## config.mk

```make
export PLATFORM = sky130hd
export DESIGN_NAME = tapc_ctrl
export DESIGN_NICKNAME = d
export VERILOG_FILES = /design/src/design/tapc_pkg.sv /design/src/design/tapc_bsr_cell.sv /design/src/design/tapc_ctrl.sv
export VERILOG_INCLUDE_DIRS = /design/src /design/src/design
export SDC_FILE = /design/constraint.sdc
export NUM_CORES = 1
export LEC_CHECK = 0
export BUFFER_PORTS_ARGS = -buffer_cell sky130_fd_sc_hd__buf_2
export CORE_ASPECT_RATIO = 0.8
export CORE_MARGIN = 10
export CORE_UTILIZATION = 41
export CTS_CLUSTER_SIZE = 10
export DETAILED_ROUTE_END_ITERATION = 8
export MAX_ROUTING_LAYER = met4
export PLACE_DENSITY = 0.68
export SYNTH_ARGS = -nofsm -noshare
export SYNTH_HDL_FRONTEND = slang
export SYNTH_HIERARCHICAL = 1
export SYNTH_SLANG_ARGS = --single-unit
```

## constraint.sdc

```tcl
create_clock -name sys_clk -period 1.9 [get_ports sys_clk]
set_input_delay 0.19 -clock sys_clk [delete_from_list [all_inputs] [get_ports sys_clk]]
set_output_delay 0.19 -clock sys_clk [all_outputs]
set_load 0.005 [all_outputs]
```

## src/design/tapc_map.svh

```systemverilog
// Constants of the test access port controller
`ifndef TAPC_MAP_SVH
`define TAPC_MAP_SVH
`define TAPC_IR_W         3
`define TAPC_IR_CAPTURE   3'h4
`define TAPC_IR_IDREAD    3'h1
`define TAPC_IR_EXTEST    3'h0
`define TAPC_IR_SAMPLE    3'h2
`define TAPC_IR_BYPASS    3'h7
`define TAPC_BSR_W        8
`define TAPC_ID_W         32
`define TAPC_ID_RESET     32'h1234_5679
`endif

```

## src/design/tapc_pkg.sv

```systemverilog
// Types of the test access port controller
package tapc_pkg;
    typedef enum logic [3:0] {
        TAPC_TLR  = 4'h0,
        TAPC_RTI  = 4'h1,
        TAPC_SDR  = 4'h2,
        TAPC_CDR  = 4'h3,
        TAPC_SHDR = 4'h4,
        TAPC_E1DR = 4'h5,
        TAPC_PDR  = 4'h6,
        TAPC_E2DR = 4'h7,
        TAPC_UDR  = 4'h8,
        TAPC_SIR  = 4'h9,
        TAPC_CIR  = 4'ha,
        TAPC_SHIR = 4'hb,
        TAPC_E1IR = 4'hc,
        TAPC_PIR  = 4'hd,
        TAPC_E2IR = 4'he,
        TAPC_UIR  = 4'hf
    } tapc_state_t;
endpackage

```

## src/design/tapc_bsr_cell.sv

```systemverilog
// Boundary scan register: shift stages plus latched parallel outputs
`include "tapc_map.svh"
module tapc_bsr_cell
    import tapc_pkg::*;
(
    input  wire logic                    sys_clk,
    input  wire logic                    rstn,
    input  wire logic                    capture,
    input  wire logic                    shift,
    input  wire logic                    update,
    input  wire logic                    si,
    input  wire logic [`TAPC_BSR_W-1:0]  pin_in,
    output logic      [`TAPC_BSR_W-1:0]  shift_q,
    output logic      [`TAPC_BSR_W-1:0]  par_q
);
    // Shift toward bit 0, which feeds the serial output
    always_ff @(posedge sys_clk or negedge rstn)
    begin
        if (!rstn)
            shift_q <= 8'h00;
        else if (capture)
            shift_q <= pin_in;                          // [RL18]
        else if (shift)
            shift_q <= {si, shift_q[`TAPC_BSR_W-1:1]};
    end

    // Parallel side moves only on the update strobe
    always_ff @(posedge sys_clk or negedge rstn)
    begin
        if (!rstn)
            par_q <= 8'h00;
        else if (update)
            par_q <= shift_q;                           // [RL4] [RL5]
    end
endmodule // tapc_bsr_cell

```

## src/design/tapc_ctrl.sv

```systemverilog
// Test access port controller with instruction, id, bypass and boundary paths
`include "tapc_map.svh"
// Summary of operation
// [RL1] Exit1-DR: TMS high Update-DR, low Pause-DR
// [RL2] Pause-DR holds data, waits for TMS high
// [RL3] Exit2-DR: TMS high Update-DR, low Shift-DR
// [RL4] Update-DR latches boundary outputs on TCK fall
// [RL5] Boundary outputs change only in Update-DR
// [RL6] Select-IR: TMS low Capture-IR, high reset
// [RL7] Capture-IR loads pattern 100 into shifter
// [RL8] Capture-IR: TMS high Exit1-IR, low Shift-IR
// [RL9] Shift-IR shifts instruction toward TDO
// [RL10] Exit1-IR: TMS high Update-IR, low Pause-IR
// [RL11] Pause-IR halts, waits for TMS high
// [RL12] Exit2-IR: TMS high Update-IR, low Shift-IR
// [RL13] Update-IR latches instruction on TCK fall
// [RL14] Instruction and data registers hold elsewhere
// [RL15] Sixteen states; five TMS-high edges reset
// [RL16] Reset state loads identification instruction
// [RL17] Idle and Select-DR transitions by TMS
// [RL18] Capture-DR samples pins, Shift-DR shifts data
// [RL19] TDO driven only in shift states
module tapc_ctrl
    import tapc_pkg::*;
(
    input  wire logic                    sys_clk,
    input  wire logic                    rstn,
    input  wire logic                    tck,
    input  wire logic                    tms,
    input  wire logic                    tdi,
    input  wire logic [`TAPC_BSR_W-1:0]  pin_in,
    output logic                         tdo_o,
    output logic                         tdo_oe,
    output logic [`TAPC_BSR_W-1:0]       bsr_out,
    output logic                         test_mode,
    output logic [`TAPC_IR_W-1:0]        ir_cur,
    output logic [3:0]                   tap_state
);
    // Everything runs on the system clock and the scan clock is only a
    // sampled pin. Limitation: each scan clock phase must last at least
    // two system cycles, or an edge is lost.
    logic [1:0]             tck_s_r;
    logic [1:0]             tms_s_r;
    logic [1:0]             tdi_s_r;
    logic                   tck_d_r;
    logic [`TAPC_BSR_W-1:0] pin_s0_r;
    logic [`TAPC_BSR_W-1:0] pin_s1_r;

    // Scan clock: two stages, plus one more for edge detection
    always_ff @(posedge sys_clk or negedge rstn)
    begin
        if (!rstn)
        begin
            tck_s_r <= 2'h0;
            tck_d_r <= 1'b0;
        end
        else
        begin
            tck_s_r <= {tck_s_r[0], tck};
            tck_d_r <= tck_s_r[1];
        end
    end

    // Mode and data pins share the scan clock's latency, so they line
    // up with the detected edge that samples them
    always_ff @(posedge sys_clk or negedge rstn)
    begin
        if (!rstn)
        begin
            tms_s_r <= 2'h0;
            tdi_s_r <= 2'h0;
        end
        else
        begin
            tms_s_r <= {tms_s_r[0], tms};
            tdi_s_r <= {tdi_s_r[0], tdi};
        end
    end

    // Device pin levels for capture; bits may resolve apart, so a
    // capture taken while pins move can mix old and new levels
    always_ff @(posedge sys_clk or negedge rstn)
    begin
        if (!rstn)
        begin
            pin_s0_r <= 8'h00;
            pin_s1_r <= 8'h00;
        end
        else
        begin
            pin_s0_r <= pin_in;
            pin_s1_r <= pin_s0_r;
        end
    end

    // Edge detection on the synchronised scan clock only; the pin is
    // seen two to three system cycles late, and mode and data with it,
    // so nothing needs a separate alignment stage
    wire tck_rise = tck_s_r[1] & ~tck_d_r;
    wire tck_fall = ~tck_s_r[1] & tck_d_r;
    wire tms_q    = tms_s_r[1];
    wire tdi_q    = tdi_s_r[1];

    tapc_state_t state_r;
    tapc_state_t state_nxt;

    // Next state of the sixteen-state controller; every code is legal,
    // so the case needs no default, and an upset state still walks home
    // to reset within five TMS-high edges
    always_comb
    begin
        state_nxt = state_r;
        unique case (state_r)
            // Reset and idle
            TAPC_TLR:  state_nxt = tms_q ? TAPC_TLR  : TAPC_RTI;   // [RL16]
            TAPC_RTI:  state_nxt = tms_q ? TAPC_SDR  : TAPC_RTI;   // [RL17]
            // Data column
            TAPC_SDR:  state_nxt = tms_q ? TAPC_SIR  : TAPC_CDR;   // [RL17]
            TAPC_CDR:  state_nxt = tms_q ? TAPC_E1DR : TAPC_SHDR;  // [RL18]
            TAPC_SHDR: state_nxt = tms_q ? TAPC_E1DR : TAPC_SHDR;  // [RL18]
            TAPC_E1DR: state_nxt = tms_q ? TAPC_UDR  : TAPC_PDR;   // [RL1]
            TAPC_PDR:  state_nxt = tms_q ? TAPC_E2DR : TAPC_PDR;   // [RL2]
            TAPC_E2DR: state_nxt = tms_q ? TAPC_UDR  : TAPC_SHDR;  // [RL3]
            TAPC_UDR:  state_nxt = tms_q ? TAPC_SDR  : TAPC_RTI;
            // Instruction column
            TAPC_SIR:  state_nxt = tms_q ? TAPC_TLR  : TAPC_CIR;   // [RL6]
            TAPC_CIR:  state_nxt = tms_q ? TAPC_E1IR : TAPC_SHIR;  // [RL8]
            TAPC_SHIR: state_nxt = tms_q ? TAPC_E1IR : TAPC_SHIR;  // [RL9]
            TAPC_E1IR: state_nxt = tms_q ? TAPC_UIR  : TAPC_PIR;   // [RL10]
            TAPC_PIR:  state_nxt = tms_q ? TAPC_E2IR : TAPC_PIR;   // [RL11]
            TAPC_E2IR: state_nxt = tms_q ? TAPC_UIR  : TAPC_SHIR;  // [RL12]
            TAPC_UIR:  state_nxt = tms_q ? TAPC_SDR  : TAPC_RTI;
        endcase
    end

    // State moves only on a detected scan clock rise; between rises the
    // controller holds, however long the tester pauses. The graph
    // reaches reset within five TMS-high edges from any state.
    always_ff @(posedge sys_clk or negedge rstn)
    begin
        if (!rstn)
            state_r <= TAPC_TLR;                                   // [RL15]
        else if (tck_rise)
            state_r <= state_nxt;                                  // [RL15]
    end

    // Instruction decode, held in the current instruction register;
    // codes without a register of their own fall through to bypass
    logic [`TAPC_IR_W-1:0] ir_shift_r;
    logic [`TAPC_IR_W-1:0] ir_cur_r;
    wire sel_bsr   = (ir_cur_r == `TAPC_IR_EXTEST) | (ir_cur_r == `TAPC_IR_SAMPLE);
    wire sel_id    = (ir_cur_r == `TAPC_IR_IDREAD);
    wire sel_byp   = ~sel_bsr & ~sel_id;
    wire in_tlr    = (state_r == TAPC_TLR);
    wire in_cir    = (state_r == TAPC_CIR);
    wire in_shir   = (state_r == TAPC_SHIR);
    wire in_shdr   = (state_r == TAPC_SHDR);
    wire in_uir    = (state_r == TAPC_UIR);
    wire dr_cap    = tck_rise & (state_r == TAPC_CDR);
    wire dr_shift  = tck_rise & in_shdr;
    wire dr_update = tck_fall & (state_r == TAPC_UDR);

    // Instruction shifter: capture pattern, then shift toward TDO; the
    // fixed low bits show a tester that the serial path is intact
    always_ff @(posedge sys_clk or negedge rstn)
    begin
        if (!rstn)
            ir_shift_r <= `TAPC_IR_CAPTURE;
        else if (tck_rise && in_cir)
            ir_shift_r <= `TAPC_IR_CAPTURE;                        // [RL7]
        else if (tck_rise && in_shir)
            ir_shift_r <= {tdi_q, ir_shift_r[`TAPC_IR_W-1:1]};     // [RL9]
    end

    // Current instruction changes only in reset and on the falling edge in Update-IR;
    // waiting for the fall keeps a new code from meeting a rising-edge
    // capture or shift of the same scan cycle
    always_ff @(posedge sys_clk or negedge rstn)
    begin
        if (!rstn)
            ir_cur_r <= `TAPC_IR_IDREAD;
        else if (in_tlr)
            ir_cur_r <= `TAPC_IR_IDREAD;                           // [RL16]
        else if (tck_fall && in_uir)
            ir_cur_r <= ir_shift_r;                                // [RL13] [RL14]
    end

    // Identification and bypass data registers
    logic [`TAPC_ID_W-1:0] id_r;
    logic                  byp_r;

    // Identification word reloads on capture and shifts only while
    // selected, so pause and exit states leave it untouched
    always_ff @(posedge sys_clk or negedge rstn)
    begin
        if (!rstn)
            id_r <= `TAPC_ID_RESET;
        else if (dr_cap)
            id_r <= `TAPC_ID_RESET;
        else if (dr_shift && sel_id)                               // [RL2] [RL14]
            id_r <= {tdi_q, id_r[`TAPC_ID_W-1:1]};                 // [RL18]
    end

    // Bypass stage: one bit of delay, cleared on capture so a tester
    // can count the devices on a chain by the leading zero
    always_ff @(posedge sys_clk or negedge rstn)
    begin
        if (!rstn)
            byp_r <= 1'b0;
        else if (dr_cap)
            byp_r <= 1'b0;
        else if (dr_shift && sel_byp)
            byp_r <= tdi_q;
    end

    // Boundary register with its latched parallel side; captures see
    // the synchronised pins, two system cycles behind the real levels
    logic [`TAPC_BSR_W-1:0] bsr_shift;
    logic [`TAPC_BSR_W-1:0] bsr_par;

    tapc_bsr_cell u_bsr (
        .sys_clk (sys_clk),
        .rstn    (rstn),
        .capture (dr_cap & sel_bsr),
        .shift   (dr_shift & sel_bsr),
        .update  (dr_update & sel_bsr),
        .si      (tdi_q),
        .pin_in  (pin_s1_r),
        .shift_q (bsr_shift),
        .par_q   (bsr_par)
    );

    // Serial output source for the state being shifted
    wire dr_bit  = sel_bsr ? bsr_shift[0] : (sel_id ? id_r[0] : byp_r);
    wire tdo_nxt = in_shir ? ir_shift_r[0] : dr_bit;

    // Serial data, retimed so the pin never shows a decode glitch;
    // it changes three to four system cycles after each scan clock rise
    always_ff @(posedge sys_clk or negedge rstn)
    begin
        if (!rstn)
            tdo_o <= 1'b0;
        else
            tdo_o <= tdo_nxt;
    end

    // Driver enable: the pin floats outside the two shift states, so
    // several devices may share one serial return line
    always_ff @(posedge sys_clk or negedge rstn)
    begin
        if (!rstn)
            tdo_oe <= 1'b0;
        else
            tdo_oe <= in_shir | in_shdr;                           // [RL19]
    end

    // Boundary parallel outputs, one system cycle behind the latch;
    // shifting never reaches them, only the update strobe does
    always_ff @(posedge sys_clk or negedge rstn)
    begin
        if (!rstn)
            bsr_out <= 8'h00;
        else
            bsr_out <= bsr_par;                                    // [RL5]
    end

    // External test takes the pins only outside reset, so a stuck
    // tester holding TMS high always hands them back
    always_ff @(posedge sys_clk or negedge rstn)
    begin
        if (!rstn)
            test_mode <= 1'b0;
        else
            test_mode <= ~in_tlr & (ir_cur_r == `TAPC_IR_EXTEST);  // [RL16]
    end

    // Current instruction as seen outside, registered like the state code
    // below so both lag their sources by one system cycle
    always_ff @(posedge sys_clk or negedge rstn)
    begin
        if (!rstn)
            ir_cur <= `TAPC_IR_IDREAD;
        else
            ir_cur <= ir_cur_r;
    end

    // Controller state code for observation
    always_ff @(posedge sys_clk or negedge rstn)
    begin
        if (!rstn)
            tap_state <= 4'h0;
        else
            tap_state <= state_r;
    end
endmodule // tapc_ctrl

```

==> results of run 1 <==
-- synth_stat cells, types with 2 or more instances --
library cell	number	area share (%)
a31oi_1	2	0.32
a211o_1	2	0.45
buf_2	6	0.78
nand2_1	83	8.1
nand3_1	17	2.2
dfrtp_1	83	54
clkbuf_1	8	0.78
nor2b_1	6	0.97
nor2_1	7	0.68
nand4_1	3	0.49
dfstp_2	17	12
a21oi_1	9	1.2
nor3_1	2	0.26
nor4_1	3	0.49
buf_4	3	0.58
buf_6	5	1.5
o21ai_1	8	1.0
o31ai_1	2	0.39
o21ai_0	20	2.6
o211ai_1	2	0.39
nand2b_1	4	0.65
mux2i_1	12	3.1
mux2_4	8	3.1
-- routing by layer --
layer / share of wire [%] / vias up
met4: 1.2 / 0
li1: - / 1232
met5: 0 / -
met2: 45 / 66
met1: 47 / 1234
met3: 6.8 / 7
-- cell families (layout without fill, tap and decap cells) --
| family | after synthesis | in the layout | share of synthesized area [%] |
|---|---|---|---|
| compound gates | 52 | 52 | 7.86 |
| buf+inv | 24 | 76 | 3.82 |
| flops | 100 | 100 | 65.3 |
| mux | 20 | 20 | 6.21 |
| simple gates | 137 | 137 | 16.9 |
-- registers in the layout, indices dropped and copies added, names as in the netlist --
name / cells
ir_cur: 3
u_bsr/shift_q: 8
byp_r: 1
pin_s1_r: 8
pin_s0_r: 8
tms_s_r: 2
id_r: 32
state_r: 4
tap_state: 4
ir_cur_r: 3
tdi_s_r: 2
bsr_out: 8
tck_d_r: 1
tck_s_r: 2
tdo_o: 1
u_bsr/par_q: 8
ir_shift_r: 3
tdo_oe: 1
test_mode: 1
-- stage by stage --
stage / power (mW) / instances
detailed placement: 4.02 / 472
global placement: 3.96 / 472
finish: 5.98 / 500
floorplan: 3.62 / 333
global route: 6.35 / 500
CTS: 6.04 / 500
-- what timing repair did --
action	4_1_cts	5_1_grt
setup endpoints to repair	0	0
endpoints found under the hold margin	36	0
hold buffers	12	0
-- where the power goes --
part           internal [mW]  switching (mW)
clock                   1.20           0.784
sequential              2.63           0.254
combinational          0.499           0.614
total                   4.32            1.65
-- path summary, 6_finish.rpt --
| path | end | slack [ns] | cells after the start |
|---|---|---|---|
| min in group sys_clk | tck_s_r[1]$_DFF_PN0_ | 0.35 | 0 |
| min | state_r[0]$_DFFE_PN0P_ | 0.35 | 2 |
| max in group asynchronous | id_r[20]$_DFFE_PN1P_ | 0.94 | 3 |
| max reg2reg | ir_cur_r[0]$_DFFE_PN1P_ | 0.24 | 5 |
| min reg2reg | tck_s_r[1]$_DFF_PN0_ | 0.35 | 0 |
| max | ir_cur_r[0]$_DFFE_PN1P_ | 0.24 | 5 |
-- worst max-delay path: stages, from the launching register on --
cell and delay [ns]:
dfrtp_1 0.47, buf_4 0.26, nand2_1 0.15, nor2_1 0.35, nor2b_1 0.09, a211o_1 0.27
-- layout make-up --
class / count / share of cell area, %
tap: 115 / 3.10
clock inverter: 6 / 2.02
inverter: 1 / 0.0808
clock buffer: 10 / 5.15
multi-input combinational: 209 / 25.9
timing repair buffer: 59 / 9.43
sequential: 100 / 54.4
==> out/metrics.yaml, run 1 <==
outcome: "finished clean"
grt_pass1_wl_mm: 12.4
io_buffers: 30
setup_viol: 0
ioPinCount: 31
timing.rr.start: "state_r[0]$_DFFE_PN0P_"
worstMarginPinSlew_ns: 0.471
cap_violations: 0
path_clk_slew_ns: 0.07
postLayoutCellArea_um2: 4640
crit_path_start: "state_r[0]$_DFFE_PN0P_"
overflow: 0
busiest_layer: "met2"
met1_usage_pct: 14.0
period_needed_ns: 1.66
antenna_found_initial: 0
max_freq_ghz: 0.604
timing.clock.skew_ns: 0.00526
min_path_type: "in -> async"
fp-row-count: 31
syn_avg_cell_area_um2: 11.6
rsz0062_at_grt: "no"
seqCellArea_um2: 2520
syn_nets: 346
hold-worst-slack_ns: 0.346
drtPass1Iterations: 4
finalHoldViolCount: 0
antenna_cells: 0
post_dp_cell_area_um2: 4190
irDropWorstVdd_mv: 0.778
fp.coreArea_um2: 9110
wirelength_mm: 7.06
async_flop_share_pct: 100
tns_ns: 0
first_iter_violations: 203
crit_required_ns: 2.17
place_congestion: 0.803
antenna_left: 0
dp_hpwl_mm: 4.61
critical_path.endpoint_type: "register"
clock_latency_ns: 0.34
start_kind: "register"
synth_seq_cells: 100
htree_levels: 3
viasPerCell: 5.08
leakagePower_nw: 2.17
worstSetupPathType: "reg -> reg"
critPathMaxFanout: 18
drive_gt1_share_pct: 24.9
grt_usage_pct: 11.5
start_util_pct: 42.4
grt_max_degree: 39
synth_edf_count: 0
die_y_um: 107
syn_area_um2: 3870
die_w_um: 129
cts_buffer_depth: 2
drc: 0
layout_common_cells: "nand2_1 (83), dfrtp_1 (83), buf_2 (29)"
die_area_um2: 13700
ys_types: 44
nFillCells: 779
cts_setup_buffers: 0
maxSlewViolCount: 0
slew_headroom_pct: 68.6
finalWorstSetupSlack_ns: 0.243
wire_per_inst_um: 14.1
yosysSeqAreaShare_pct: 65.3
cts-resized-gates: 0
multi_input_area_um2: 1200
period_share_pct: 87.2
dp_slack_ns: 0.264
synth_ff_type: "dfrtp_1"
yosys_warnings: 6
gr-usage-met3_pct: 4.68
p_per_area_nw_per_um2: 1290
area_growth_pct: 20.1
final_core_util_pct: 50.9
cts.sinks: 100
via_count: 2539
met2_usage_pct: 16.9
cts_root_buf: "clkbuf_16"
syn-instance-count: 333
final_nets: 393
grt_pass1_vias: 2579
cts_tree: "built"
arrival_ns: 1.93
numCtsBuffers: 9
Power figures use the tool's default switching activity.
==> run 2, diff against run 1 <==
--- a/config.mk
+++ b/config.mk
@@ -12,8 +12,10 @@
 export CORE_UTILIZATION = 41
 export CTS_CLUSTER_SIZE = 10
 export DETAILED_ROUTE_END_ITERATION = 8
+export HOLD_SLACK_MARGIN = 0.15
 export MAX_ROUTING_LAYER = met4
 export PLACE_DENSITY = 0.68
+export REMOVE_ABC_BUFFERS = 1
 export SYNTH_ARGS = -nofsm -noshare
 export SYNTH_HDL_FRONTEND = slang
 export SYNTH_HIERARCHICAL = 1
==> out/metrics.yaml, run 2 (synthesis gave the netlist of run 1 again) <==
antenna_left: 0  # unchanged
fp.coreArea_um2: 9110  # unchanged
die_w_um: 129  # unchanged
outcome: "finished clean"
path_cells: "buf_4 > nand2_1 > nor2_1 > nor2b_1 > a211o_1"
largest_reg_flops: 32  # unchanged
htree_levels: 3  # unchanged
setup_viol: 0  # unchanged
clock_latency_ns: 0.34  # about the same
nFillCells: 796  # +2.2%
drive_gt1_share_pct: 24.2  # -0.72 points
period_share_pct: 88.9  # +1.7 points
cpPeakStageDelay_ns: 0.50  # +0.03 ns
max_freq_ghz: 0.592  # -2.0%
slew_headroom_pct: 56.7  # -12 points
grt_max_degree: 52  # +33%
cap_violations: 0  # unchanged
leakagePower_nw: 2.14  # -1.3%
via_count: 2479  # -2.4%
overflow: 0  # unchanged
fp-row-count: 31  # unchanged
min_path_type: "in -> async"
cts_buffer_depth: 2  # unchanged
finalHoldViolCount: 0  # unchanged
slowest_stage: "dfrtp_1"
antenna_cells: 0  # unchanged
die_y_um: 107  # unchanged
grt_pass1_vias: 2500  # -3.1%
die_area_um2: 13700  # unchanged
drtPass1Iterations: 4  # unchanged
timing.clock.skew_ns: 0.0105  # +0.00523 ns
final_cells: 499  # -0.20%
cts_tree: "built"
critPathTopFamily: "simple AND/OR/NAND/NOR gates"
arrival_ns: 1.96  # +0.03 ns
rr_worst_depth: 5  # unchanged
worst-path-buf-inv: 1  # unchanged
path_clk_slew_ns: 0.07  # about the same
period_needed_ns: 1.69  # +0.0331 ns
viasPerCell: 4.97  # -2.2%
numPlacedInstances: 471  # -0.21%
first_iter_violations: 187  # -7.9%
drc: 0  # unchanged
final_nets: 392  # -0.25%
antenna_found_initial: 0  # unchanged
cts_root_buf: "clkbuf_16"
wirelength_mm: 6.80  # -3.6%
numCtsBuffers: 9  # unchanged
start_kind: "register"
grt_usage_pct: 10.9  # -0.53 points
largest_register: "id_r"
ioPinCount: 31  # unchanged
dp_hpwl_mm: 4.56  # -1.3%
wire_per_inst_um: 13.6  # -3.4%
io_buffers: 30  # unchanged
worstSetupPathType: "reg -> reg"
cts_setup_buffers: 0  # unchanged
path_depth: 5  # unchanged
area_growth_pct: 18.2
irDropWorstVdd_mv: 0.659  # -15%
maxSlewViolCount: 0  # unchanged
start_util_pct: 42.4  # unchanged
grt_pass1_wl_mm: 12.0  # -2.7%
critical_path.endpoint_type: "register"
place_congestion: 0.811  # +1.0%
p_per_area_nw_per_um2: 1260  # -2.1%
layout_common_cells: "nand2_1 (83), dfrtp_1 (83), buf_2 (29)"
critPathMaxFanout: 15  # -3
worstMarginPinSlew_ns: 0.643  # +0.173 ns
cts.sinks: 100  # unchanged
rsz0062_at_grt: "no"
crit_required_ns: 2.17  # about the same
final_core_util_pct: 50.1  # -0.80 points
tns_ns: 0  # unchanged
run 2: changes by cell type in the layout (fill, tap and decap cells not counted):
cell,previous run,this run
buf_12,3,1
nor3_2,2,1
inv_6,2,3
clkinv_4,1,0
nor3_1,1,2
bufinv_16,2,1
clkbuf_1,0,1
buf_4,15,16
clkinv_2,0,1
clkbuf_8,1,0
run 2: area by class of cell:
type | count | area (µm²) | area share, %
Timing Repair Buffer | 58 | 405 | 8.87
Sequential cell | 100 | 2520 | 55.2
Clock buffer | 10 | 229 | 5.01
Tap cell | 115 | 144 | 3.15
Clock inverter | 6 | 68.8 | 1.51
Multi-Input combinational cell | 209 | 1200 | 26.2
Inverter | 1 | 3.75 | 0.0821
run 2: where the power goes:
part,total (mW),switching [mW],internal (mW)
Clock,1.80,0.767,1.03
Combinational,1.08,0.614,0.464
Sequential,2.88,0.255,2.63
run 2: what timing repair did:
action                    4_1_cts  5_1_grt
hold endpoints to repair       83        0
gates resized for setup         0        0
hold buffers                   12        0
run 2: worst reg2reg max path, cell delays in order (launching register included):
cell,delay (ns)
dfrtp_1,0.50
buf_4,0.25
nand2_1,0.14
nor2_1,0.37
nor2b_1,0.09
a211o_1,0.27
run 2: per-layer routing:
layer	up-vias	track usage, %	routed length (µm)
li1	1219	-	-
met1	1205	14.6	3370
met2	50	15.1	2970
met3	5	4.28	410
met4	0	3.10	41
met5	-	-	0
run 2: stage by stage:
step / cell area (µm²) / worst slack, ns / total power [mW] / hold slack (ns)
final: 4570 / 0.210 / 5.76 / 0.300
after global routing: 4570 / 0.0458 / 6.13 / 0.332
after CTS: 4570 / 0.235 / 5.83 / 0.296
after detailed placement: 4150 / 0.235 / 3.99 / 0.124
after global placement: 4150 / 0.260 / 3.94 / 0.117
after floorplan: 3720 / -0.696 / 3.53 / -0.106
run 2: path summary, 6_finish.rpt:
check                                            start                      end  slack [ns]
worst max register to register  state_r[0]$_DFFE_PN0P_  ir_cur_r[0]$_DFFE_PN1P_        0.21
max in group asynchronous                         rstn      id_r[5]$_DFFE_PN1P_        0.91
min in group sys_clk             pin_s0_r[1]$_DFF_PN0_    pin_s1_r[1]$_DFF_PN0_        0.35
worst min-delay path                              rstn    pin_s1_r[2]$_DFF_PN0_        0.30
worst max-delay path            state_r[0]$_DFFE_PN0P_  ir_cur_r[0]$_DFFE_PN1P_        0.21
worst min register to register   pin_s0_r[1]$_DFF_PN0_    pin_s1_r[1]$_DFF_PN0_        0.35
==> run 3, diff against run 2 <==
--- a/config.mk
+++ b/config.mk
@@ -10,8 +10,10 @@
 export CORE_ASPECT_RATIO = 0.8
 export CORE_MARGIN = 10
 export CORE_UTILIZATION = 41
+export CTS_CLUSTER_DIAMETER = 50
 export CTS_CLUSTER_SIZE = 10
 export DETAILED_ROUTE_END_ITERATION = 8
+export GPL_TIMING_DRIVEN = 0
 export HOLD_SLACK_MARGIN = 0.15
 export MAX_ROUTING_LAYER = met4
 export PLACE_DENSITY = 0.68
==> constraint.sdc (replaced) <==
create_clock -name sys_clk -period 1.9 [get_ports sys_clk]
set_input_delay 0.095 -clock sys_clk [delete_from_list [all_inputs] [get_ports sys_clk]]
set_output_delay 0.095 -clock sys_clk [all_outputs]
set_load 0.005 [all_outputs]
==> out/metrics.yaml, run 3 (synthesis gave the netlist of run 1 again) <==
outcome: "finished clean"
fp-row-count: 31  # unchanged
htree_levels: 3  # unchanged
layout_common_cells: "nand2_1 (83), dfrtp_1 (79), buf_2 (29)"
cts_root_buf: "clkbuf_16"
grt_pass1_wl_mm: 12.4  # +3.1%
drc: 0  # unchanged
setup_viol: 0  # unchanged
numCtsBuffers: 9  # unchanged
die_w_um: 129  # unchanged
viasPerCell: 5.04  # +1.5%
rr_worst_depth: 4  # -1
finalHoldViolCount: 0  # unchanged
slew_headroom_pct: 57.9  # +1.2 points
start_kind: "register"
timing.clock.skew_ns: 0.00626  # -0.00423 ns
min_path_type: "in -> async"
cts_buffer_depth: 2  # unchanged
grt_pass1_vias: 2536  # +1.4%
die_y_um: 107  # unchanged
crit_required_ns: 2.12  # -0.05 ns
start_util_pct: 42.4  # unchanged
largest_register: "id_r"
arrival_ns: 2.05  # +0.09 ns
slowest_stage: "dfrtp_2"
antenna_cells: 0  # unchanged
max_freq_ghz: 0.548  # -7.4%
overflow: 0  # unchanged
io_buffers: 30  # unchanged
finalWorstSetupSlack_ns: 0.0751  # -0.135 ns
critPathTopFamily: "simple AND/OR/NAND/NOR gates"
die_area_um2: 13700  # unchanged
antenna_found_initial: 0  # unchanged
numPlacedInstances: 456  # -3.2%
path_cells: "nor4b_4 > and3_2 > mux2i_1 > o21ai_1"
cpPeakStageDelay_ns: 0.53  # +0.03 ns
path_clk_slew_ns: 0.06  # about the same
cap_violations: 0  # unchanged
p_per_area_nw_per_um2: 1220  # -3.0%
dp_hpwl_mm: 4.29  # -5.8%
cts.sinks: 100  # unchanged
period_needed_ns: 1.82  # +0.135 ns
largest_reg_flops: 32  # unchanged
grt_usage_pct: 11.5  # +0.54 points
final_nets: 386  # -1.5%
area_growth_pct: 17.8
rsz0062_at_grt: "yes"
final_common_cell: "nand2_1"
drtPass1Iterations: 4  # unchanged
worstSetupPathType: "reg -> reg"
wire_per_inst_um: 14.6  # +7.2%
first_iter_violations: 175  # -6.4%
maxSlewViolCount: 0  # unchanged
worst-path-buf-inv: 0  # -1
r2r_slack_ns: 0.08  # -0.14 ns
dp_slack_ns: -1.58  # -1.81 ns
cts_tree: "built"
path_depth: 4  # -1
period_share_pct: 96.0  # +7.1 points
irDropWorstVdd_mv: 0.805  # +22%
ioPinCount: 31  # unchanged
place_congestion: 0.774  # -4.6%
fp.coreArea_um2: 9110  # unchanged
via_count: 2481  # +0.081%
critPathMaxFanout: 19  # +4
drive_gt1_share_pct: 24.7  # +0.45 points
worstMarginPinSlew_ns: 0.631  # -0.0121 ns
leakagePower_nw: 2.09  # -2.3%
wirelength_mm: 7.19  # +5.7%
final_cells: 492  # -1.4%
clock_latency_ns: 0.34  # about the same
antenna_left: 0  # unchanged
grt_max_degree: 52  # unchanged
critical_path.endpoint_type: "register"
## run 3: cell count changes in the layout (fill, tap and decap cells not counted), moves of 3 or more
| cell | before | now |
|---|---|---|
| buf_4 | 16 | 8 |
| dfrtp_1 | 83 | 79 |
| dfrtp_2 | 0 | 4 |
| inv_6 | 3 | 0 |
## run 3: cell type report
cell class                 count  area [µm²]
multi-input combinational    210        1240
sequential                   100        2530
clock inverter                 3        23.8
clock buffer                  12         246
inverter                       1        3.75
timing repair buffer          51         373
tap                          115         144
fill                         793        4560
## run 3: path summary, 6_finish.rpt
kind                                        startpoint                           end
worst max-delay path            state_r[1]$_DFFE_PN0P_  u_bsr/shift_q[1]$_DFFE_PN0P_
worst min-delay path                              rstn          id_r[16]$_DFFE_PN0P_
worst max register to register  state_r[1]$_DFFE_PN0P_  u_bsr/shift_q[1]$_DFFE_PN0P_
worst min register to register    tms_s_r[0]$_DFF_PN0_          tms_s_r[1]$_DFF_PN0_
max in group asynchronous                         rstn       ir_cur_r[0]$_DFFE_PN1P_
min in group sys_clk              tms_s_r[0]$_DFF_PN0_          tms_s_r[1]$_DFF_PN0_
## run 3: per-layer routing
metal | part of all wire, % | GRT usage [%]
met3 | 6.6 | 4.92
met5 | 0 | -
met2 | 46 | 17.1
met1 | 47 | 14.3
met4 | 0.58 | 2.46
## run 3: where the power goes
group | switching, mW | internal (mW) | total [mW]
sequential | 0.391 | 2.63 | 3.02
combinational | 0.479 | 0.424 | 0.903
clock | 0.725 | 0.918 | 1.64
## run 3: per-stage QoR
stage / total power, mW / area, µm² / setup TNS [ns] / hold WS (ns) / util (%)
6_report: 5.57 / 4560 / 0 / 0.326 / 50.0
5_1_grt: 5.93 / 4560 / -0.107 / 0.352 / 50.0
4_1_cts: 5.62 / 4530 / 0 / 0.342 / 49.7
3_5_place_dp: 3.87 / 4050 / -40.26 / 0.162 / 44.4
3_3_place_gp: 3.82 / 4020 / -54.52 / 0.205 / 44.1
2_1_floorplan: 3.53 / 3720 / -8.87 / -0.201 / -
## run 3: timing repair
item | CTS | global route
setup endpoints to repair | 49 | 19
hold buffers | 12 | 0
endpoints found under the hold margin | 46 | 0
pin swaps | 4 | 2
buffers inserted | 7 | 1
cloned | 1 | 0
resized for setup | 13 | 1
